$ cat src/itm_pkg.sv
package itm_pkg;
  // register byte offsets
  localparam logic [7:0] ITM_OFF_COUNT    = 8'h00;
  localparam logic [7:0] ITM_OFF_PRESCALE = 8'h04;
  localparam logic [7:0] ITM_OFF_PERIOD   = 8'h08;
  localparam logic [7:0] ITM_OFF_CTRL     = 8'h0C;
  localparam logic [7:0] ITM_OFF_STATUS   = 8'h10;
  localparam logic [7:0] ITM_OFF_MASK     = 8'h14;
  // widths
  localparam int ITM_CNT_W = 16;
  localparam int ITM_SCL_W = 8;
  // reset values
  localparam logic [15:0] ITM_COUNT_RST    = 16'h0000;
  localparam logic [7:0]  ITM_PRESCALE_RST = 8'h00;
  localparam logic [15:0] ITM_PERIOD_RST   = 16'h0000;
  localparam logic        ITM_ENABLE_RST   = 1'b0;
  localparam logic        ITM_MASK_RST     = 1'b0;
  // field positions
  localparam int ITM_CTRL_EN_BIT   = 0;
  localparam int ITM_STAT_ZERO_BIT = 0;
  // ahb encodings
  localparam logic [1:0] ITM_HTRANS_NONSEQ = 2'b10;
  localparam logic [1:0] ITM_HTRANS_SEQ    = 2'b11;
endpackage

$ cat src/itm_interval_timer.sv
// What this block does
// - a 16-bit down-counter decrements once every n clock cycles
// - an 8-bit prescale register stores n minus one
// - count reaching zero raises the timer interrupt request
// - at zero the count reloads from the 16-bit period register
//
// The implementer's own choices: the AHB-Lite register port and the address map.
`timescale 1ns/1ps
module itm_interval_timer
  import itm_pkg::*;
(
  // clock and reset
  input  wire logic        hclk,
  input  wire logic        hresetn,
  // ahb-lite slave
  input  wire logic        hsel,
  input  wire logic [31:0] haddr,
  input  wire logic [1:0]  htrans,
  input  wire logic        hwrite,
  input  wire logic [2:0]  hsize,
  input  wire logic        hready,
  input  wire logic [31:0] hwdata,
  output logic      [31:0] hrdata,
  output logic             hreadyout,
  output logic             hresp,
  // interrupt
  output logic             timer_irq
);
  import itm_pkg::*;

  logic [ITM_CNT_W-1:0] timer_count;
  logic [ITM_SCL_W-1:0] timer_prescale;
  logic [ITM_CNT_W-1:0] timer_period;
  logic [ITM_SCL_W-1:0] scale_cnt;
  logic                 enable;
  logic                 status;
  logic                 mask;
  logic                 dp_write;
  logic [7:0]           dp_addr;
  logic                 tick;
  logic                 zero_event;
  logic                 wr_count;
  logic                 wr_prescale;
  logic                 wr_period;
  logic                 wr_ctrl;
  logic                 wr_status;
  logic                 wr_mask;
  logic                 status_clear;
  logic                 ap_valid;
  logic                 ap_read;
  logic                 ap_write;
  logic [7:0]           ap_addr;
  logic [31:0]          next_hrdata;
  logic [ITM_SCL_W-1:0] next_scale_cnt;
  logic [ITM_CNT_W-1:0] next_timer_count;
  logic                 count_at_zero;
  logic                 count_at_one;

  function automatic logic addr_is(input logic [7:0] a, input logic [7:0] off);
    addr_is = (a == off);
  endfunction

  assign hreadyout = 1'b1;
  assign hresp     = 1'b0;

  // address phase qualification
  assign ap_valid = hready && hsel && (htrans == ITM_HTRANS_NONSEQ || htrans == ITM_HTRANS_SEQ);
  assign ap_read  = ap_valid && !hwrite;
  assign ap_write = ap_valid && hwrite;
  assign ap_addr  = haddr[7:0];

  // data phase write flag
  always_ff @(posedge hclk or negedge hresetn) begin
    if (!hresetn) begin
      dp_write <= 1'b0;
    end else if (hready) begin
      dp_write <= ap_write;
    end else begin
      dp_write <= 1'b0;
    end
  end

  // data phase address
  always_ff @(posedge hclk or negedge hresetn) begin
    if (!hresetn) begin
      dp_addr <= 8'h00;
    end else if (hready) begin
      dp_addr <= ap_addr;
    end
  end

  // read data selection
  always_comb begin
    next_hrdata = 32'h0000_0000;
    if (addr_is(ap_addr, ITM_OFF_COUNT)) begin
      next_hrdata = {16'h0000, timer_count};
    end else if (addr_is(ap_addr, ITM_OFF_PRESCALE)) begin
      next_hrdata = {24'h00_0000, timer_prescale};
    end else if (addr_is(ap_addr, ITM_OFF_PERIOD)) begin
      next_hrdata = {16'h0000, timer_period};
    end else if (addr_is(ap_addr, ITM_OFF_CTRL)) begin
      next_hrdata = {31'h0000_0000, enable};
    end else if (addr_is(ap_addr, ITM_OFF_STATUS)) begin
      next_hrdata = {31'h0000_0000, status};
    end else if (addr_is(ap_addr, ITM_OFF_MASK)) begin
      next_hrdata = {31'h0000_0000, mask};
    end else begin
      next_hrdata = 32'h0000_0000;
    end
  end

  // read data registered at address phase, held through the data phase
  always_ff @(posedge hclk or negedge hresetn) begin
    if (!hresetn) begin
      hrdata <= 32'h0000_0000;
    end else if (ap_read) begin
      hrdata <= next_hrdata;
    end
  end

  // data phase write decode
  assign wr_count     = dp_write && addr_is(dp_addr, ITM_OFF_COUNT);
  assign wr_prescale  = dp_write && addr_is(dp_addr, ITM_OFF_PRESCALE);
  assign wr_period    = dp_write && addr_is(dp_addr, ITM_OFF_PERIOD);
  assign wr_ctrl      = dp_write && addr_is(dp_addr, ITM_OFF_CTRL);
  assign wr_status    = dp_write && addr_is(dp_addr, ITM_OFF_STATUS);
  assign wr_mask      = dp_write && addr_is(dp_addr, ITM_OFF_MASK);
  assign status_clear = wr_status && hwdata[ITM_STAT_ZERO_BIT];

  // scale setting
  always_ff @(posedge hclk or negedge hresetn) begin
    if (!hresetn) begin
      timer_prescale <= ITM_PRESCALE_RST;
    end else if (wr_prescale) begin
      timer_prescale <= hwdata[ITM_SCL_W-1:0];
    end
  end

  // period setting
  always_ff @(posedge hclk or negedge hresetn) begin
    if (!hresetn) begin
      timer_period <= ITM_PERIOD_RST;
    end else if (wr_period) begin
      timer_period <= hwdata[ITM_CNT_W-1:0];
    end
  end

  // run enable
  always_ff @(posedge hclk or negedge hresetn) begin
    if (!hresetn) begin
      enable <= ITM_ENABLE_RST;
    end else if (wr_ctrl) begin
      enable <= hwdata[ITM_CTRL_EN_BIT];
    end
  end

  // interrupt mask
  always_ff @(posedge hclk or negedge hresetn) begin
    if (!hresetn) begin
      mask <= ITM_MASK_RST;
    end else if (wr_mask) begin
      mask <= hwdata[ITM_STAT_ZERO_BIT];
    end
  end

  // prescaler
  assign tick = enable && (scale_cnt == 8'h00);

  always_comb begin
    next_scale_cnt = scale_cnt;
    if (wr_prescale) begin
      next_scale_cnt = hwdata[ITM_SCL_W-1:0];
    end else if (tick) begin
      next_scale_cnt = timer_prescale;
    end else if (enable) begin
      next_scale_cnt = scale_cnt - 8'h01;
    end
  end

  always_ff @(posedge hclk or negedge hresetn) begin
    if (!hresetn) begin
      scale_cnt <= ITM_PRESCALE_RST;
    end else begin
      scale_cnt <= next_scale_cnt;
    end
  end

  // main counter
  assign count_at_zero = (timer_count == 16'h0000);
  assign count_at_one  = (timer_count == 16'h0001);
  // a count write in the same cycle overrides the step to zero
  assign zero_event    = tick && !wr_count && count_at_one;

  always_comb begin
    next_timer_count = timer_count;
    if (wr_count) begin
      next_timer_count = hwdata[ITM_CNT_W-1:0];
    end else if (tick && count_at_zero) begin
      next_timer_count = timer_period;
    end else if (tick) begin
      next_timer_count = timer_count - 16'h0001;
    end
  end

  always_ff @(posedge hclk or negedge hresetn) begin
    if (!hresetn) begin
      timer_count <= ITM_COUNT_RST;
    end else begin
      timer_count <= next_timer_count;
    end
  end

  // sticky status, set wins over clear
  always_ff @(posedge hclk or negedge hresetn) begin
    if (!hresetn) begin
      status <= 1'b0;
    end else if (zero_event) begin
      status <= 1'b1;
    end else if (status_clear) begin
      status <= 1'b0;
    end
  end


  assign timer_irq = status && mask;
endmodule

$ cat config.mk
export PLATFORM = sky130hd
export DESIGN_NAME = itm_interval_timer
export DESIGN_NICKNAME = d
export VERILOG_FILES = /design/src/itm_pkg.sv /design/src/itm_interval_timer.sv
export SDC_FILE = /design/constraint.sdc
export NUM_CORES = 1
export LEC_CHECK = 0
export ABC_AREA = 1
export ABC_CLOCK_PERIOD_IN_PS = 3300
export BUFFER_PORTS_ARGS = -buffer_cell sky130_fd_sc_hd__buf_4
export CAP_MARGIN = 0
export CORE_MARGIN = 4
export CORE_UTILIZATION = 35
export CTS_CLUSTER_SIZE = 12
export DETAILED_ROUTE_END_ITERATION = 12
export PLACE_DENSITY = 0.67
export SLEW_MARGIN = 15
export SYNTH_ARGS = -nofsm -noshare
export SYNTH_HDL_FRONTEND = slang
export SYNTH_SLANG_ARGS = --single-unit
$ cat constraint.sdc
create_clock -name hclk -period 3.3 [get_ports hclk]
set_input_delay 0.165 -clock hclk [delete_from_list [all_inputs] [get_ports hclk]]
set_output_delay 0.165 -clock hclk [all_outputs]
set_load 0.1 [all_outputs]
==> results of run 1 <==
[how the worst max path moves through the flow]
stage / depth (start not counted) / start / endpoint / slack [ns]
after CTS: 5 / dp_addr[7] / timer_period[6] / 1.39
after global placement: 8 / dp_addr[1] / status / 1.40
final: 8 / dp_addr[1] / timer_count[8] / 1.41
after detailed placement: 5 / dp_addr[7] / timer_period[6] / 1.41
after floorplan: 10 / timer_count[0] / timer_count[0] / 1.81
after global routing: 5 / dp_addr[1] / timer_period[3] / 1.18
[layout by cell type, fill, tap and decap left out]
cell type and instances:
nand2_1 158, inv_1 78, dfrtp_1 76, nand3_1 74
nor2_1 64, buf_4 48, o21ai_0 33, a21oi_1 25
o21ai_1 23, conb_1 18, nor2_2 11, inv_2 10
clkbuf_16 9, nand4_1 6, o211ai_1 5, xor2_1 5
nor3_2 4, nor3_1 4, ha_1 4, o22ai_1 3
nor2_4 3, clkinv_1 3, nand2_2 3, nand3_2 2
or2_2 2, nand2_4 2, clkinv_4 2, o211ai_2 2
bufinv_16 2, clkinvlp_4 2, nand4_2 1, xnor2_1 1
nor2_8 1, nand3_4 1, a31oi_1 1, clkbuf_1 1
clkinv_2 1
[cells by family after synthesis]
| kind of cell | after synthesis | share of synthesized area, % |
|---|---|---|
| xor+xnor | 6 | 1.14 |
| compound gates | 92 | 10.7 |
| simple gates | 336 | 33.1 |
| other cells | 2 | 0.163 |
| buf+inv | 129 | 12.6 |
| flops | 76 | 41.2 |
| fa+ha+maj | 4 | 1.08 |
[per-stage QoR]
stage / setup WS (ns) / instances / cell area [um2] / hold slack, ns / utilization, %
global placement: 1.40 / 844 / 5020 / 0.388 / 39.3
CTS: 1.39 / 860 / 5340 / 0.0205 / 41.8
global route: 1.18 / 860 / 5340 / 0.0677 / 41.8
floorplan: 1.81 / 661 / 4680 / -0.131 / -
finish: 1.41 / 860 / 5340 / -0.0210 / 41.8
detailed placement: 1.41 / 844 / 5020 / 0.388 / 39.3
[flip-flops by register name, indices dropped and copies added (netlist names)]
name,count
mask,1
timer_period,16
status,1
scale_cnt,8
timer_count,16
dp_addr,8
dp_write,1
timer_prescale,8
hrdata,16
enable,1
[worst reg2reg max path: stages, from the launching register on]
cell and delay, ns:
dfrtp_1 0.38, nor2_1 0.15, nand2_1 0.10, nor2_2 0.13, nand2_2 0.37, nand2_4 0.32, clkinv_4 0.14, o21ai_1 0.10
o21ai_1 0.08
[report_power, final]
part / leakage (nW) / internal [mW] / total [mW] / switching (mW)
clock network: 0.149 / 0.662 / 1.06 / 0.396
logic: 1.89 / 0.250 / 0.818 / 0.568
registers: 0.788 / 1.05 / 1.18 / 0.130
[per-layer routing]
layer | part of all wire, % | up-vias | wire length (um)
met2 | 44 | 112 | 5070
met3 | 5.7 | 18 | 650
li1 | - | 2084 | -
met4 | 2.2 | 0 | 249
met5 | 0 | - | 0
met1 | 48 | 1845 | 5490
[area by class of cell]
type	instances	area, um2	share of cell area (%)
Clock buffer	10	229	4.29
Multi-Input combinational cell	456	2190	41.1
Sequential cell	76	1900	35.6
Timing Repair Buffer	48	360	6.75
Inverter	92	350	6.57
Clock inverter	6	88.8	1.66
Tap cell	172	215	4.03
==> reports/qor.txt, run 1 <==
status -> finished, violations left
failing checks -> negative hold slack
# hold bufs at CTS -> 0
number of top-level pins -> 109
final WL -> 11.5 mm
IO Port Bufs -> 46
WP data required -> 3.52 ns
FFs w/ async S/R, synth -> 100%
WS Path Type -> flop to flop
Yosys top cell area share -> 41.2%
Avg Synthesized Cell Area -> 7.16 um2
Vias/cell -> 4.72
M1 GR Usage -> 22.9%
DR iter-0 viols -> 367
DIE HEIGHT -> 123 um
CP max stage cell -> dfrtp_1
sum of buffers and inverters on the critical path -> 1
area leader, netlist -> dfrtp_1
f_max -> 528 MHz
antenna viol nets, final -> 0
Post-Syn Area -> 4620 um2
# DRC -> 0
Chip Width -> 123 um
reg2reg end -> timer_count[8]
via count -> 4059
Warnings, synthesis -> 0
global-route track usage on met2 -> 23.9%
Final Cycle Share -> 57.4%
clk sinks -> 76
# resized after CTS -> 0
largest net degree at the start of global routing -> 77
Worst-Margin Slew -> 0.955 ns
Final setup violation count -> 0
RD Place Congestion -> 0.869
Reg clk slew, reported paths -> 0.06 ns
first-pass GRT wire length -> 18.8 mm
worst-path cell chain -> nor2_1 > nand2_1 > nor2_2 > nand2_2 > nand2_4 > clkinv_4 > o21ai_1 > o21ai_1
GRT overflow -> 0
total CTS buffers -> 9
DRT Pass-1 Iters -> 5
Cell variety after synth -> 35
initial antenna violation count -> 0
Synth-to-Final Area Change -> 15.6%
fin. max-slew vios -> 0
gr busiest metal -> met2
Syn Inst Count -> 645
Cell Pwr Density -> 573 nW/um2
Row Count -> 41
RSZ-0062 raised after global routing -> no
layout cells sized above 1 -> 15.4%
worst skew pair latency -> 0.35 ns
flops & latches, synth -> 76
top-count cell post-synth -> nand2_1
global-route usage over all layers -> 16.0%
vias in the first global route -> 3749
R2R setup slack -> 1.41 ns
worst r2r src -> dp_addr[1]
CTS tree -> done
WHS -> -0.0210 ns
H-tree depth -> 3
die area -> 15100 um2
CP Max Fanout -> 33
M3 GR Usage -> 2.49%
Final Hold Viols -> 50
Seq/Total Area, Yosys -> 41.2%
leakage power -> 2.83 nW
worst stage delay on the critical path -> 0.38 ns
Slew Limit Headroom -> 36.0%
Setup TNS -> 0 ns
delay-heaviest family, CP -> simple AND/OR/NAND/NOR gates
Max-Cap Viols -> 0
Crit path top cell by count -> o21ai_1
Final Skew -> 0.0110 ns
Crit. End Element -> flop
min Tclk post-route -> 1.89 ns
total power -> 3.06 mW
Max clock buf depth -> 2
ranking of synthesized cells by area -> dfrtp_1, nand2_1, nand3_1
most common flop cell mapped by yosys -> dfrtp_1
Post-synth EDFFs -> 0
arrival time at the worst endpoint -> 2.11 ns
DR WL/cell -> 13.3 um
initial core utilization -> 36.1%
Core ar. -> 12800 um2
fillers -> 1315
Post-CTS Setup Bufs -> 0
Hold/Removal Path Class -> input port to async pin
peak supply drop -> 0.000249 V
Total Nets Final -> 761
antenna cell count -> 0
placed wire-length estimate -> 8.30 mm
Post-synth top cells -> nand2_1, inv_1, dfrtp_1
FF-to-FF path depth -> 8
crit path launch type -> flop
Root Driver -> clkbuf_16
Power figures use the tool's default switching activity.
==> inputs of run 2 (changes only) <==
- ABC_CLOCK_PERIOD_IN_PS: 3300 -> 1620
- PLACE_DENSITY: 0.67 -> 0.69
- clock period: 3.3 -> 1.62 ns (I/O delays scaled with it)
==> reports/qor.txt, run 2 (same netlist as run 1, synthesis figures left out) <==
status -> finished, violations left
failing checks -> negative setup slack
Core ar. -> 12800 um2 (unchanged)
arrival time at the worst endpoint -> 1.88 ns (-0.23 ns)
Row Count -> 41 (unchanged)
worst r2r src -> scale_cnt[1]
placed wire-length estimate -> 9.07 mm (+9.3%)
Max clock buf depth -> 2 (unchanged)
WP data required -> 1.85 ns (-1.67 ns)
DRT Pass-1 Iters -> 5 (unchanged)
first-pass GRT wire length -> 20.4 mm (+8.4%)
commonest cells after routing, fill and taps aside -> nand2_1, dfrtp_1, buf_4, inv_1, nand3_1
via count -> 4374 (+7.8%)
Logic pwr share -> 29.0% (+2.2 points)
IO Port Bufs -> 46 (unchanged)
biggest regs -> hrdata (16), timer_count (16), timer_period (16)
area taken by multi-input logic gates -> 2360 um2 (+7.8%)
commonest non-fill, non-tap cell in the layout -> nand2_1
GRT overflow -> 0 (unchanged)
f_max -> 606 MHz (+15%)
antenna cell count -> 0 (unchanged)
FF-to-FF path depth -> 8 (unchanged)
H-tree depth -> 3 (unchanged)
Max-Cap Viols -> 0 (unchanged)
fin. max-slew vios -> 0 (unchanged)
Vias/cell -> 4.82 (+2.1%)
largest net degree at the start of global routing -> 40 (-48%)
fillers -> 1237 (-5.9%)
crit path launch type -> flop
vias in the first global route -> 4137 (+10%)
RSZ-0062 raised after global routing -> yes
Crit. End Element -> flop
# DRC -> 0 (unchanged)
hold worst-path end -> timer_prescale[1]
Root Driver -> clkbuf_16
Total Nets Final -> 809 (+6.3%)
worst skew pair latency -> 0.34 ns (about the same)
clk sinks -> 76 (unchanged)
final non-filler cell total -> 908 (+5.6%)
Synth-to-Final Area Change -> 29.7%
CTS tree -> done
Reg clk slew, reported paths -> 0.06 ns (about the same)
PnR worst setup slack -> -0.0288 ns (-1.43 ns)
Internal -> 4.34 mW (+120%)
number of top-level pins -> 109 (unchanged)
fin util -> 46.9% (+5.1 points)
Placed Cells -> 873 (+3.4%)
Net Switching -> 2.34 mW (+110%)
die area -> 15100 um2 (unchanged)
peak supply drop -> 0.000546 V (+120%)
initial antenna violation count -> 0 (unchanged)
layout cells sized above 1 -> 22.6% (+7.1 points)
RD Place Congestion -> 0.908 (+4.4%)
Final Hold Viols -> 0 (-100%)
hold path startpoint -> hwdata[1]
DIE HEIGHT -> 123 um (unchanged)
leakage power -> 3.14 nW (+11%)
CP Max Fanout -> 8 (-76%)
final WL -> 12.9 mm (+13%)
min Tclk post-route -> 1.65 ns (-0.246 ns)
DR WL/cell -> 14.2 um (+6.8%)
antenna viol nets, final -> 0 (unchanged)
Cell Pwr Density -> 1120 nW/um2 (+95%)
sw frac -> 35.0% (-0.77 points)
worst hold path depth -> 3
Chip Width -> 123 um (unchanged)
DR iter-0 viols -> 344 (-6.3%)
Final setup violation count -> 3 (+3)
Final Cycle Share -> 102% (+44 points)
Hold/Removal Path Class -> input port to flop
WS Path Type -> flop to flop
register area -> 1900 um2 (unchanged)
reg2reg end -> timer_count[2]
sequential share of power -> 35.8% (-2.8 points)
R2R setup slack -> -0.03 ns (-1.43 ns)
initial core utilization -> 36.1% (unchanged)
Final Skew -> 0.00704 ns (-0.00397 ns)
total CTS buffers -> 9 (unchanged)
clock network power share -> 35.2% (+0.6 points)
global-route usage over all layers -> 16.9% (+0.93 points)
[run 2: cell count changes in the layout (fill, tap and decap cells not counted), sizes merged]
cell / change
clkinv: -1
nand3: +1
buf: +34
bufinv: +1
dlygate4sd3: +10
nand2: +1
clkinvlp: -1
inv: +2
clkbuf: +1
[run 2: per-stage QoR]
step | setup slack, ns | hold WS [ns] | total power, mW | TNS, ns | instance area, um2
6_report | -0.0288 | 0.00490 | 6.68 | -0.0741 | 5990
4_1_cts | 0.0125 | 0.00205 | 6.58 | 0 | 5720
2_1_floorplan | 0.128 | -0.215 | 3.74 | 0 | 4680
5_1_grt | -0.121 | 0.0274 | 7.01 | -1.82 | 5990
3_3_place_gp | 0.0495 | -0.0443 | 4.17 | 0 | 5260
3_5_place_dp | 0.00912 | -0.0405 | 4.21 | 0 | 5260
[run 2: worst max-delay path, stage by stage (launching register included)]
cell and delay [ns]:
dfrtp_1 0.40, inv_2 0.09, ha_4 0.13, nand4_1 0.20
nor2_4 0.20, buf_12 0.14, nand3_4 0.14, o21ai_2 0.17
nand2_1 0.06
[run 2: layout make-up]
type	instances	share of cell area, %
well taps	172	3.59
clock inverters	6	1.86
clock buffers	10	3.99
repair inverters	1	0.104
inverters	92	5.89
repair buffers	93	13.3
multi-input cells	458	39.5
flip-flops and latches	76	31.8
[run 2: how the worst max path moves through the flow]
stage	cells after the start	end	slack [ns]	from
2_1_floorplan	10	timer_count[0]	0.13	timer_count[0]
6_report	8	timer_count[2]	-0.03	scale_cnt[1]
5_1_grt	9	timer_count[11]	-0.12	scale_cnt[1]
4_1_cts	9	timer_count[11]	0.01	timer_count[0]
3_5_place_dp	7	timer_count[2]	0.009	timer_count[0]
3_3_place_gp	7	timer_count[2]	0.05	timer_count[0]
[run 2: layer usage]
metal  GRT usage (%)  wire length (um)  part of all wire [%]  vias to the layer above
met1            23.2              6070                    47                     2034
met2            26.9              5970                    46                      125
met4            5.88               244                   1.9                        0
li1                -                 -                     -                     2193
met3            3.04               645                   5.0                       22
met5               0                 0                     0                        -
[run 2: power groups by stage]
stage	combinational, mW	sequential [mW]	clock, mW
2_1_floorplan	1.06	2.68	0
3_3_place_gp	1.77	2.40	0
3_5_place_dp	1.80	2.41	0
4_1_cts	1.84	2.38	2.37
5_1_grt	2.13	2.42	2.46
6_report	1.94	2.39	2.35
[run 2: timing repair]
action	in CTS	in global routing
cloned	0	4
gates resized for setup	2	41
endpoints found under the setup margin	2	36
pin swaps	1	15
buffers inserted	0	5
hold buffers	10	0
hold endpoints to repair	84	0
